**config.mk**
```make
export PLATFORM = sky130hd
export DESIGN_NAME = dio_direction_and_cos_irq
export DESIGN_NICKNAME = d
export VERILOG_FILES = /design/src/pkg/dio_pkg.sv /design/src/design/dio_port_group.sv /design/src/design/dio_direction_and_cos_irq.sv
export VERILOG_INCLUDE_DIRS = /design/src /design/src/pkg
export SDC_FILE = /design/constraint.sdc
export NUM_CORES = 1
export LEC_CHECK = 0
export BUFFER_PORTS_ARGS = -buffer_cell sky130_fd_sc_hd__buf_2
export CAP_MARGIN = 20
export CORE_MARGIN = 2
export CORE_UTILIZATION = 50
export CTS_CLUSTER_SIZE = 28
export DETAILED_ROUTE_END_ITERATION = 8
export GPL_TIMING_DRIVEN = 0
export PLACE_DENSITY_LB_ADDON = 0.25
export SYNTH_ARGS = -nofsm -noshare
export SYNTH_HDL_FRONTEND = slang
export SYNTH_SLANG_ARGS = --single-unit
```
**constraint.sdc**
```tcl
create_clock -name CORE_CLK_IN -period 6.3 [get_ports CORE_CLK_IN]
set_input_delay 0.315 -clock CORE_CLK_IN [delete_from_list [all_inputs] [get_ports CORE_CLK_IN]]
set_output_delay 0.315 -clock CORE_CLK_IN [all_outputs]
set_load 0.03 [all_outputs]
```
**src/pkg/dio_consts.svh**
```systemverilog
// Register offsets, field positions and reset values of the digital I/O card
// Operation
// [RULE1] Each group owns an 8-bit direction control register
// [RULE2] Reset leaves every line an undriven input
// [RULE3] Software writes each control register at initialisation
// [RULE4] Software sets bit seven when configuring directions
// [RULE5] Control readback forces bits 2,5,6,7 zero
// [RULE6] Latch writes held while input, driven later
// [RULE7] Unwritten latch loads sampled pins on output
// [RULE8] Bit0 C low, 1 B, 3 C high, 4 A; one=input
// [RULE9] All interrupt sources disabled after reset
// [RULE10] Write zero enables change-of-state; read shows enables
// [RULE11] Enable bits 0-5 ports, 6-7 edge enables
// [RULE12] Enabled port line change sets status, requests interrupt
// [RULE13] Enable register access arms rising-edge bit-three interrupt
// [RULE14] Jumper input per group gates edge interrupt
// [RULE15] Enable bits read one enabled, zero disabled
// [RULE16] Status reads one where change seen since clear
// [RULE17] Status bits 0-5 ports, 6-7 group edge
// [RULE18] Any status write clears bits and request
// [RULE19] Control registers at offsets three and seven
// [RULE20] Data at 0-2 and 4-6; read pins, write latch
// [RULE21] Port C nibbles have independent directions
// [RULE22] Lines pass two-stage synchroniser before detection
// [RULE23] Request is a level while any status set
`ifndef DIO_CONSTS_SVH
`define DIO_CONSTS_SVH
`define OFF_PORT_A 4'h0
`define OFF_PORT_B 4'h1
`define OFF_PORT_C 4'h2
`define OFF_CTRL0 4'h3
`define OFF_CTRL1 4'h7
`define OFF_IRQ_ENABLE 4'hb
`define OFF_IRQ_STATUS 4'hf
`define GROUP_STRIDE 4'h4
`define CTRL_C_LO 0
`define CTRL_B 1
`define CTRL_C_HI 3
`define CTRL_A 4
`define CTRL_SET_FLAG 7
`define CTRL_READ_MASK 8'h1b
`define CTRL_RESET 8'h1b
`define COS_MASK_RESET 6'h3f
`define EDGE_BIT 3
`define STATUS_EDGE0 6
`define STATUS_EDGE1 7
`endif

```
**src/pkg/dio_pkg.sv**
```systemverilog
// Types shared by the digital I/O card logic
package dio_pkg;
    typedef logic [7:0] byte_t;
    typedef logic [3:0] offset_t;
endpackage : dio_pkg

```
**src/design/dio_port_group.sv**
```systemverilog
// One I/O group: three ports with direction control, latches and change detection
`timescale 1ns/100ps
`include "dio_consts.svh"
module dio_port_group (
    input wire logic clk,
    input wire logic rst,
    input wire logic [23:0] pins_in,
    input wire logic [3:0] sel,
    input wire logic wr,
    input wire dio_pkg::byte_t wdata,
    output logic [23:0] pins_out,
    output logic [23:0] pins_oe,
    output dio_pkg::byte_t ctrl_rd,
    output logic [23:0] samp,
    output logic [2:0] changed,
    output logic bit3_rise
);
    import dio_pkg::*;

    logic [23:0] sync1;
    logic [23:0] sync2;
    logic [23:0] sync_prev;
    logic [23:0] latch;
    logic [2:0] written;
    logic [4:0] dir_in;   // A, C high, -, B, C low in control-bit order
    logic [23:0] is_in;
    logic [2:0] fill;     // Marks the samples that hold real pin data

    // *****************************
    // Synchroniser and detection
    // *****************************
    // Two-stage synchroniser; only stage two feeds detection
    always_ff @(posedge clk or posedge rst) begin
        if (rst) begin
            sync1 <= 24'h000000;
            sync2 <= 24'h000000;
            sync_prev <= 24'h000000;
            fill <= 3'h0;
        end else begin
            sync1 <= pins_in;     // [RULE22]
            sync2 <= sync1;
            sync_prev <= sync2;
            fill <= {fill[1:0], 1'b1};
        end
    end

    assign samp = sync2;
    // Per-port change flags, compared sample to sample; held off until both
    // samples are real pin data, so a line idling high gives no edge after reset
    assign changed[0] = fill[2] && (|(sync2[7:0] ^ sync_prev[7:0]));    // [RULE22]
    assign changed[1] = fill[2] && (|(sync2[15:8] ^ sync_prev[15:8]));
    assign changed[2] = fill[2] && (|(sync2[23:16] ^ sync_prev[23:16]));
    assign bit3_rise = fill[2] && sync2[16 + `EDGE_BIT] && !sync_prev[16 + `EDGE_BIT];

    // *****************************
    // Direction control
    // *****************************
    // Direction bits, all inputs after reset
    always_ff @(posedge clk or posedge rst) begin
        if (rst) begin
            dir_in <= 5'h1f;  // [RULE2]
        end else if (wr && sel == `OFF_CTRL0 && wdata[`CTRL_SET_FLAG]) begin
            dir_in <= wdata[4:0];  // [RULE1] [RULE8]
        end
    end

    assign ctrl_rd = {3'h0, dir_in} & `CTRL_READ_MASK;  // [RULE5]
    // Nibble-split port C, whole ports A and B
    assign is_in = {{4{dir_in[`CTRL_C_HI]}}, {4{dir_in[`CTRL_C_LO]}},
                    {8{dir_in[`CTRL_B]}}, {8{dir_in[`CTRL_A]}}};  // [RULE21]

    // *****************************
    // Output latches
    // *****************************
    // Unwritten latch bits track pins while input and hold once output
    always_ff @(posedge clk or posedge rst) begin
        if (rst) begin
            latch <= 24'h000000;
            written <= 3'h0;
        end else begin
            for (int p = 0; p < 3; p++) begin
                if (wr && sel == 4'(p)) begin
                    latch[p*8 +: 8] <= wdata;  // [RULE6]
                    written[p] <= 1'b1;
                end else if (!written[p]) begin
                    latch[p*8 +: 8] <= (sync2[p*8 +: 8] & is_in[p*8 +: 8])
                                       | (latch[p*8 +: 8] & ~is_in[p*8 +: 8]);  // [RULE7]
                end
            end
        end
    end

    // Only outputs drive; undriven while input
    assign pins_oe = ~is_in;     // [RULE2]
    assign pins_out = latch & ~is_in;  // [RULE6]
endmodule : dio_port_group

```
**src/design/dio_direction_and_cos_irq.sv**
```systemverilog
// Register file and interrupt logic of the 48-line digital I/O card
`timescale 1ns/100ps
`include "dio_consts.svh"
module dio_direction_and_cos_irq (
    input wire logic CORE_CLK_IN,
    input wire logic RESET_IN,
    input wire dio_pkg::offset_t ADDR_IN,
    input wire logic RD_IN,
    input wire logic WR_IN,
    input wire dio_pkg::byte_t WDATA_IN,
    output dio_pkg::byte_t RDATA_OUT,
    input wire logic [47:0] DIGITAL_IO_IN,
    output logic [47:0] DIGITAL_IO_OUT,
    output logic [47:0] DIGITAL_IO_OE_OUT,
    input wire logic GROUP0_EDGE_IRQ_JUMPER_IN,
    input wire logic GROUP1_EDGE_IRQ_JUMPER_IN,
    output logic IRQ_OUT
);
    import dio_pkg::*;

    logic [3:0] sel [2];
    logic [1:0] grp_wr;
    byte_t ctrl_rd [2];
    logic [23:0] samp [2];
    logic [2:0] changed [2];
    logic [1:0] rise;
    logic [5:0] cos_mask;
    logic edge_armed;
    logic [1:0] edge_en;
    byte_t enable_view;
    byte_t status;
    byte_t events;
    byte_t next_rdata;
    logic status_wr;

    // *****************************
    // Groups
    // *****************************
    // Local offset inside each group of four addresses
    assign sel[0] = ADDR_IN;
    assign sel[1] = ADDR_IN - `GROUP_STRIDE;
    assign grp_wr[0] = WR_IN && ADDR_IN < `GROUP_STRIDE;            // [RULE19] [RULE20]
    assign grp_wr[1] = WR_IN && ADDR_IN >= `GROUP_STRIDE && ADDR_IN <= `OFF_CTRL1;

    for (genvar g = 0; g < 2; g++) begin : groups
        dio_port_group u_grp (
            .clk(CORE_CLK_IN),
            .rst(RESET_IN),
            .pins_in(DIGITAL_IO_IN[g*24 +: 24]),
            .sel(sel[g]),
            .wr(grp_wr[g]),
            .wdata(WDATA_IN),
            .pins_out(DIGITAL_IO_OUT[g*24 +: 24]),
            .pins_oe(DIGITAL_IO_OE_OUT[g*24 +: 24]),
            .ctrl_rd(ctrl_rd[g]),
            .samp(samp[g]),
            .changed(changed[g]),
            .bit3_rise(rise[g])
        );
    end

    // *****************************
    // Interrupt enables
    // *****************************
    // Change-of-state mask: one disables, all masked at reset
    always_ff @(posedge CORE_CLK_IN or posedge RESET_IN) begin
        if (RESET_IN) begin
            cos_mask <= `COS_MASK_RESET;  // [RULE9]
        end else if (WR_IN && ADDR_IN == `OFF_IRQ_ENABLE) begin
            cos_mask <= WDATA_IN[5:0];    // [RULE10]
        end
    end

    // Any access to the enable register arms the edge interrupt
    always_ff @(posedge CORE_CLK_IN or posedge RESET_IN) begin
        if (RESET_IN) begin
            edge_armed <= 1'b0;  // [RULE9]
        end else if ((RD_IN || WR_IN) && ADDR_IN == `OFF_IRQ_ENABLE) begin
            edge_armed <= 1'b1;  // [RULE13]
        end
    end

    assign edge_en = {GROUP1_EDGE_IRQ_JUMPER_IN, GROUP0_EDGE_IRQ_JUMPER_IN}
                     & {2{edge_armed}};  // [RULE14]
    assign enable_view = {edge_en, ~cos_mask};  // [RULE11] [RULE15]

    // *****************************
    // Status and request
    // *****************************
    assign events = {rise & edge_en,
                     changed[1] & ~cos_mask[5:3],
                     changed[0] & ~cos_mask[2:0]};  // [RULE12] [RULE13] [RULE17]
    assign status_wr = WR_IN && ADDR_IN == `OFF_IRQ_STATUS;

    // Sticky status; a same-cycle event survives the clear
    always_ff @(posedge CORE_CLK_IN or posedge RESET_IN) begin
        if (RESET_IN) begin
            status <= 8'h00;
        end else if (status_wr) begin
            status <= events;  // [RULE18]
        end else begin
            status <= status | events;  // [RULE16]
        end
    end

    assign IRQ_OUT = |status;  // [RULE23]

    // *****************************
    // Read path
    // *****************************
    // Read mux, registered; unmapped offsets read zero
    always_comb begin
        if (ADDR_IN == `OFF_CTRL0) begin
            next_rdata = ctrl_rd[0];  // [RULE5]
        end else if (ADDR_IN == `OFF_CTRL1) begin
            next_rdata = ctrl_rd[1];
        end else if (ADDR_IN < `OFF_CTRL0) begin
            next_rdata = samp[0][ADDR_IN[1:0]*8 +: 8];  // [RULE20]
        end else if (ADDR_IN < `OFF_CTRL1) begin
            next_rdata = samp[1][ADDR_IN[1:0]*8 +: 8];
        end else if (ADDR_IN == `OFF_IRQ_ENABLE) begin
            next_rdata = enable_view;  // [RULE15]
        end else if (ADDR_IN == `OFF_IRQ_STATUS) begin
            next_rdata = status;  // [RULE16]
        end else begin
            next_rdata = 8'h00;
        end
    end

    always_ff @(posedge CORE_CLK_IN or posedge RESET_IN) begin
        if (RESET_IN) begin
            RDATA_OUT <= 8'h00;
        end else if (RD_IN) begin
            RDATA_OUT <= next_rdata;
        end
    end
endmodule : dio_direction_and_cos_irq

```
==> run metrics, run 1 <==
status=finished clean; max-slew violations=0; share of the synthesized area in the top cell type=0.591; Via Count=6365; crit path DAT=2.01 ns; vias per cell=5.14; largest net degree at the start of global routing=45; Pleak=5.35 nW; dpl hpwl=15.7 mm; met1 Resource Use GR=0.323; Routed Wire Length=between 20 and 25 mm; Rel. slew slack=0.412; vias in the first global route=6462; RSZ-0062 raised after global routing=no; Port-buffer cells=about 170; multi-input combinational cell area=a little under 0.003 mm^2; critical path class=reg -> out; Max Cap Viol=0; die area=0.0196 mm^2; average wire per standard cell=around 18 um; power after layout=4.56 mW; GRT overflow=0; Most Crowded Layer GR=met2; clock net sink count=232; register area=0.00582 mm^2; Detail Route Antenna Nets=0; Crit. End Element=output port; RD Place Congestion=0.916; Worst-path clk slew=approximately 0.06 ns; first-pass GRT wire length=35.7 mm; initial drt markers=288; Clock Path Buffers=3; Resized cells post-CTS=0; syn_area_per_cell=approximately 12 um^2; most common cell after layout, fill and taps aside=dfrtp_1; Core ar.=approximately 0.018 mm^2; f_max=0.430 GHz; share of layout cells above drive strength 1=0.318; Setup crit start kind=flop; Final Cycle Share=0.369; EDFF count, synth=0; final-layout fill cell count=between 1000 and 1500; worst path required time=5.98 ns; Yosys reg bits=232; TritonCTS buffer count=24; Synth Flop Type=dfrtp_1; DRC viols=0; met2 Use GR=0.381; worst slew pin tran=0.879 ns; P&R area growth vs syn=27.7%; largest cells by area after synthesis=dfrtp_1 59%, mux2i_1 6.6%, xor2_1 4.6%, dfstp_2 4.0%, buf_4 3.7%; Synth Instances=746; met3 usage=0.0468; Ys Warns=0; CTS Hold Bufs=49; antenna violations before repair=0; Ant. Diodes=0; Die W=140 um; Cell Area, Synth=0.00923 mm^2; Final setup viols=0; TritonCTS clock tree=built; post-synth cell types=between 40 and 50; worst hold path class=in -> reg; Layout Nets=1058; ys async rst share=1.00; Die Ht=140 um; worst-path fanout max=10; crit path time final=2.33 ns; # Post-CTS Setup Buffers=0; register area share after synthesis=0.631; CTS root buffer=clkbuf_16; commonest non-fill, non-tap cells in the layout=218 x dfrtp_1, 180 x buf_2, 78 x nand2_1; Worst Clk Skew=between 0.015 and 0.02 ns; io pins=approximately 170; row cnt=49; peak supply drop=roughly 0.26 mV; Tot GR Track Use=0.234; power density over the cells=around 390 mW/mm^2; H-tree Lvls=1; Syn Nets=812; post-synth top area cell=dfrtp_1; Setup TNS=0 ns; Starting Density=0.512; final hold viol count=0; drt pass-1 iters=5; insertion delay to the later sink of the worst-skew pair=0.51 ns
## through the flow
step	instances	setup slack (ns)	cell area, um^2	hold slack [ns]	util
5_1_grt	1239	3.85	11800	0.107	0.654
3_3_place_gp	1140	1.71	10300	0.333	0.574
2_1_floorplan	746	2.96	9240	0.331	-
6_report	1239	3.97	11800	0.101	0.654
4_1_cts	1239	3.93	11800	0.0850	0.654
3_5_place_dp	1146	4.34	10500	0.216	0.581
## critical path, stage by stage (launching register included)
cell	delay (ns)
dfstp_2	0.53
clkbuf_1	0.34
inv_1	0.27
buf_4	0.20
buf_2	0.17
## metal layers
| metal | share of wire | routed length (um) | vias up |
|---|---|---|---|
| met5 | 0 | 0 | - |
| met4 | 0.026 | 590 | 0 |
| met3 | 0.076 | 1730 | 42 |
| met2 | 0.47 | 10700 | 244 |
| met1 | 0.43 | 9670 | 3118 |
| li1 | - | - | 2961 |
## final timing paths
check | start | to | slack (ns) | depth (start not counted)
max | groups[0].u_grp.dir_in[1]$_DFFE_PP1P_ | DIGITAL_IO_OE_OUT[15] | 3.97 | 4
min reg2reg | groups[1].u_grp.sync1[19]$_DFF_PP0_ | groups[1].u_grp.samp[19]$_DFF_PP0_ | 0.35 | 0
min in group asynchronous | RESET_IN | groups[1].u_grp.sync1[0]$_DFF_PP0_ | 0.25 | 3
max reg2reg | groups[1].u_grp.dir_in[1]$_DFFE_PP1P_ | flop | 4.42 | 4
max in group asynchronous | RESET_IN | cos_mask[0]$_DFFE_PP1P_ | 5.04 | 6
min | GROUP1_EDGE_IRQ_JUMPER_IN | status[7]$_DFF_PP0_ | 0.10 | 3
## synth_stat cells (8+ instances only)
cell	instances
or2_2	8
dfrtp_1	218
xor2_1	48
mux2i_1	61
buf_4	46
o21ai_0	67
inv_1	17
nor4_1	14
buf_2	15
nor2_1	20
nor2b_1	53
dfstp_2	14
mux2_2	14
nand2_1	78
## where the power goes
part           total (mW)  switching [mW]  internal [mW]
clock                1.44           0.559          0.885
sequential           1.89           0.151           1.74
combinational        1.23           0.770          0.456
total                4.56            1.48           3.08
## logic make-up after synthesis
family          synth area share
flops                      0.631
simple gates               0.110
compound gates            0.0675
buf+inv                   0.0553
mux                       0.0905
xor+xnor                  0.0455
other cells             0.000406
## final cells by class
class	instances	share of cell area
timing repair buffer	220	0.122
tap	229	0.0243
buffer	68	0.0379
clock buffer	33	0.0615
sequential	232	0.494
multi-input combinational	429	0.246
clock inverter	11	0.00912
inverter	17	0.00573
No activity file was read; power rests on OpenSTA's default activity.
==> run 2, diff against run 1 <==
- clock period: 6.3 -> 2.1 ns (I/O delays scaled with it)
==> run metrics, run 2 (same netlist as run 1, synthesis figures left out) <==
status=finished clean (unchanged); CTS root buffer=clkbuf_16 (unchanged); first-pass GRT wire length=36.0 mm (was 35.7 mm); Die W=140 um (unchanged); WL met1=9.80 mm (was 9.67 mm); Final Cycle Share=0.897; insertion delay to the later sink of the worst-skew pair=0.51 ns (about the same); Via Count=6433 (was 6365); Detail Route Antenna Nets=0 (unchanged); io pins=171 (unchanged); drt pass-1 iters=7 (was 5); Starting Density=0.512 (unchanged); TritonCTS clock tree=built (unchanged); worst path required time=2.00 ns (was 5.98 ns); Final Util=0.661 (was 0.654); final worst slack=0.217 ns (was 3.97 ns); largest net degree at the start of global routing=45 (unchanged); Ant. Diodes=0 (unchanged); GRT overflow=0 (unchanged); power density over the cells=1150 mW/mm^2 (was 386 mW/mm^2); commonest non-fill, non-tap cells in the layout=218 x dfrtp_1, 180 x buf_2, 78 x nand2_1 (unchanged); max-slew violations=0 (unchanged); Clock Path Buffers=3 (unchanged); uppermost layer routed=met4 (unchanged); final hold viol count=0 (unchanged); RD Place Congestion=0.916 (unchanged); antenna violations before repair=0 (unchanged); critical path class=reg -> out (unchanged); Tot GR Track Use=0.237 (was 0.234); Layout Nets=1069 (was 1058); initial drt markers=309 (was 288); worst hold path class=in -> async (was in -> reg); dpl hpwl=15.7 mm (unchanged); Worst Clk Skew=0.0156 ns (was 0.0173 ns); vias in the first global route=6532 (was 6462); vias per cell=5.15 (was 5.14); met2 routed WL=10.9 mm (was 10.7 mm); Port-buffer cells=165 (unchanged); Worst-path clk slew=0.06 ns (about the same); peak supply drop=0.763 mV (was 0.261 mV); Pleak=5.40 nW (was 5.35 nW); met3 wire len=1.63 mm (was 1.73 mm); die area=0.0196 mm^2 (unchanged); share of layout cells above drive strength 1=0.314 (was 0.318); clock net sink count=232 (unchanged); Final setup viols=0 (unchanged); f_max=about 0.53 GHz; Crit. End Element=output port (unchanged); worst slew pin tran=0.872 ns (was 0.879 ns); Core ar.=0.0180 mm^2 (unchanged); Setup crit start kind=flop (unchanged); Post-DP Area=0.0105 mm^2 (unchanged); average wire per standard cell=18.3 um (about the same); RSZ-0062 raised after global routing=no (unchanged); most common cell after layout, fill and taps aside=dfrtp_1 (unchanged); Resized cells post-CTS=0 (unchanged); crit path DAT=1.78 ns (was 2.01 ns); row cnt=49 (unchanged); DRC viols=0 (unchanged); H-tree Lvls=1 (unchanged); TritonCTS buffer count=24 (unchanged); crit path time final=between 1.5 and 2 ns; Routed Wire Length=22.9 mm (was 22.7 mm); P&R area growth vs syn=29.0% (was 27.7%); Max Cap Viol=0 (unchanged); Die Ht=140 um (unchanged); worst-path fanout max=10 (unchanged); Rel. slew slack=0.417 (was 0.412); power after layout=13.7 mW (was 4.56 mW); Place WS=0.231 ns (was 4.34 ns); post-route cell area=0.0119 mm^2 (was 0.0118 mm^2)
-- run 2: changes by cell type in the layout (fill, tap and decap cells not counted) --
cell	delta
clkbuf_1	-1
dlygate4sd3_1	+12
-- run 2: area by class of cell --
| cell class | count | area [um^2] |
|---|---|---|
| Fill cell | 1387 | 6120 |
| Sequential cell | 232 | 5820 |
| Multi-Input combinational cell | 429 | 2900 |
| Timing Repair Buffer | 232 | 1560 |
| Clock buffer | 33 | 726 |
| Buffer | 67 | 443 |
| Tap cell | 229 | 287 |
| Clock inverter | 11 | 108 |
| Inverter | 17 | 67.6 |
-- run 2: path summary, 6_finish.rpt --
check	startpoint	to	slack, ns	depth (start not counted)
max	groups[1].u_grp.dir_in[4]$_DFFE_PP1P_	DIGITAL_IO_OUT[28]	0.22	3
min	RESET_IN	groups[1].u_grp.sync1[0]$_DFF_PP0_	0.03	3
max reg2reg	groups[1].u_grp.dir_in[1]$_DFFE_PP1P_	flop	0.23	4
min reg2reg	groups[0].u_grp.sync1[20]$_DFF_PP0_	groups[0].u_grp.samp[20]$_DFF_PP0_	0.35	0
max in group asynchronous	RESET_IN	cos_mask[0]$_DFFE_PP1P_	1.06	6
min in group CORE_CLK_IN	ADDR_IN[1]	RDATA_OUT[2]$_DFFE_PP0P_	0.11	3
-- run 2: per-layer routing --
layer / GRT usage / vias to the layer above
met5: 0 / -
met4: 0.0705 / 0
met3: 0.0451 / 42
met2: 0.387 / 243
met1: 0.325 / 3164
li1: - / 2984
-- run 2: critical path, stage by stage (launching register included) --
cell	delay, ns
dfstp_2	0.53
clkbuf_1	0.40
nor2b_1	0.14
buf_2	0.21
-- run 2: where the power goes --
group	total [mW]	internal (mW)	switching [mW]	leakage, nW
sequential	5.67	5.21	0.461	2.68
clock	4.34	2.65	1.69	0.419
combinational	3.69	1.38	2.31	2.30
-- run 2: what timing repair did --
action / CTS / global route
setup endpoints to repair: 7 / 0
setup buffers: 0 / 0
hold buffers: 61 / 0
endpoints found under the hold margin: 213 / 0
-- run 2: metrics by stage --
step / hold slack, ns / TNS (ns) / instances
finish: 0.0330 / 0 / 1250
floorplan: 0.136 / -227.82 / 746
detailed placement: 0.00616 / 0 / 1146
global route: 0.0436 / 0 / 1250
global placement: 0.213 / -511.20 / 1140
CTS: 0.0192 / 0 / 1250
==> run 3, diff against run 2 <==
- RECOVER_POWER: unset -> 25
==> run metrics, run 3 (same netlist as run 1, synthesis figures left out) <==
row cnt=49 (unchanged); register area=0.00582 mm^2 (unchanged); # Post-CTS Setup Buffers=0 (unchanged); critical path class=reg -> out (unchanged); Die W=140 um (unchanged); RSZ-0062 raised after global routing=no (unchanged); max-slew violations=0 (unchanged); Rel. slew slack=0.299 (was 0.417); Ant. Diodes=0 (unchanged); H-tree Lvls=1 (unchanged); worst r2r path cells=4 (unchanged); Core ar.=0.0180 mm^2 (unchanged); final hold viol count=1 (was 0); Routed Wire Length=23.0 mm (was 22.9 mm); CP peak stage delay=0.53 ns (about the same); vias in the first global route=6532 (unchanged); Max Cap Viol=0 (unchanged); Most Crowded Layer GR=met2 (unchanged); first-pass GRT wire length=36.0 mm (unchanged); peak supply drop=0.764 mV (was 0.763 mV); status=finished, violations left (was finished clean); Worst Hold Margin=-0.0103 ns (was 0.0330 ns); TritonCTS clock tree=built (unchanged); Final setup viols=0 (unchanged); Post-DP Area=0.0105 mm^2 (unchanged); CTS root buffer=clkbuf_16 (unchanged); met3 usage=0.0451 (unchanged); Clock Path Buffers=3 (unchanged); clock net sink count=232 (unchanged); TritonCTS buffer count=24 (unchanged); Setup crit start kind=flop (unchanged); Layout Nets=1069 (unchanged); Crit. End Element=output port (unchanged); Final Cycle Share=0.895 (was 0.897); cells along the critical path=clkbuf_1 -> nor2b_1 -> buf_2 (unchanged); met1 Resource Use GR=0.325 (unchanged); antenna violations before repair=0 (unchanged); f_max=0.532 GHz (was 0.531 GHz); io pins=171 (unchanged); power density over the cells=1150 mW/mm^2 (about the same); initial drt markers=350 (was 309); Worst-path clk slew=0.06 ns (about the same); insertion delay to the later sink of the worst-skew pair=0.51 ns (about the same); crit path DAT=1.77 ns (was 1.78 ns); Die Ht=140 um (unchanged); clock network power share=0.317 (about the same); Worst Clk Skew=0.0162 ns (was 0.0156 ns); dpl hpwl=15.7 mm (unchanged); Sw Ratio=0.325 (about the same); multi-input combinational cell area=0.00290 mm^2 (unchanged); DRC viols=0 (unchanged); most common cell after layout, fill and taps aside=dfrtp_1 (unchanged); die area=0.0196 mm^2 (unchanged); share of layout cells above drive strength 1=0.312 (was 0.314); Logic pwr share=0.269 (about the same); RD Place Congestion=0.916 (unchanged); post-route cell area=0.0119 mm^2 (about the same); worst path required time=2.00 ns (about the same); worst hold path class=in -> async (unchanged); Tot GR Track Use=0.237 (unchanged); P_int=9.24 mW (about the same); drt pass-1 iters=7 (unchanged); slowest cell on the critical path=dfstp_2 (unchanged); worst-path fanout max=10 (unchanged); Detail Route Antenna Nets=0 (unchanged); violated checks=hold timing; Critical path buffers and inverters=2 (unchanged); Seq pwr share=0.414 (about the same); vias per cell=5.16 (was 5.15); final-layout fill cell count=1392 (was 1387); Starting Density=0.512 (unchanged); Via Count=6454 (was 6433); commonest non-fill, non-tap cells in the layout=218 x dfrtp_1, 178 x buf_2, 78 x nand2_1 (was 218 x dfrtp_1, 180 x buf_2, 78 x nand2_1); average wire per standard cell=18.4 um (was 18.3 um); crit path time final=1.88 ns (about the same); P&R area growth vs syn=28.6% (was 29.0%); met2 Use GR=0.387 (unchanged); Port-buffer cells=165 (unchanged); GRT overflow=0 (unchanged); worst slew pin tran=1.05 ns (was 0.872 ns); Net Sw Power=4.45 mW (about the same); CP top delay family=buffers and inverters (unchanged); largest net degree at the start of global routing=45 (unchanged); Pleak=5.39 nW (was 5.40 nW); Worst path depth=3 (unchanged)
[run 3: power groups by stage]
| stage | Combinational, mW | Clock, mW | Sequential (mW) |
|---|---|---|---|
| 2_1_floorplan | 2.63 | 0 | 5.59 |
| 3_3_place_gp | 3.53 | 0 | 5.71 |
| 3_5_place_dp | 3.62 | 0 | 5.72 |
| 4_1_cts | 3.71 | 4.41 | 5.67 |
| 5_1_grt | 3.94 | 4.63 | 5.75 |
| 6_report | 3.68 | 4.34 | 5.67 |
[run 3: cell type report]
cell class | count | area share
buffer | 67 | 0.0373
clock buffer | 33 | 0.0611
clock inverter | 11 | 0.00906
inverter | 17 | 0.00548
multi-input combinational | 429 | 0.244
sequential | 232 | 0.490
tap | 229 | 0.0241
timing repair buffer | 232 | 0.128
[run 3: timing repair]
item | in CTS | in global routing
endpoints found under the hold margin | 213 | 0
gates resized for setup | 0 | 0
hold buffers | 61 | 0
setup endpoints to repair | 7 | 0
[run 3: worst paths after layout]
check / startpoint / to / slack [ns]
worst max-delay path: groups[1].u_grp.dir_in[4]$_DFFE_PP1P_ / DIGITAL_IO_OUT[28] / 0.22
worst min-delay path: RESET_IN / groups[1].u_grp.sync1[0]$_DFF_PP0_ / -0.01
worst max register to register: groups[1].u_grp.dir_in[4]$_DFFE_PP1P_ / flop / 0.23
worst min register to register: groups[1].u_grp.sync1[23]$_DFF_PP0_ / groups[1].u_grp.samp[23]$_DFF_PP0_ / 0.35
max in group asynchronous: RESET_IN / cos_mask[0]$_DFFE_PP1P_ / 0.49
min in group CORE_CLK_IN: ADDR_IN[1] / RDATA_OUT[2]$_DFFE_PP0P_ / 0.11
[run 3: per-stage QoR]
step	utilization	setup slack (ns)	cells	TNS [ns]	power [mW]
floorplan	-	-1.03	746	-227.82	8.22
global placement	0.574	-2.28	1140	-511.20	9.24
detailed placement	0.581	0.231	1146	0	9.34
CTS	0.661	0.202	1250	0	13.8
global route	0.659	0.0787	1250	0	14.3
finish	0.659	0.221	1250	0	13.7
[run 3: worst min-delay path, cell delays in order]
cell and delay [ns]:
dlygate4sd3_1 0.53, clkbuf_1 0.10, clkinvlp_2 0.09
[run 3: metal layers]
metal / wire length (um) / part of all wire
met2: 10900 / 0.47
met1: 9810 / 0.43
met3: 1660 / 0.072
met5: 0 / 0
met4: 596 / 0.026
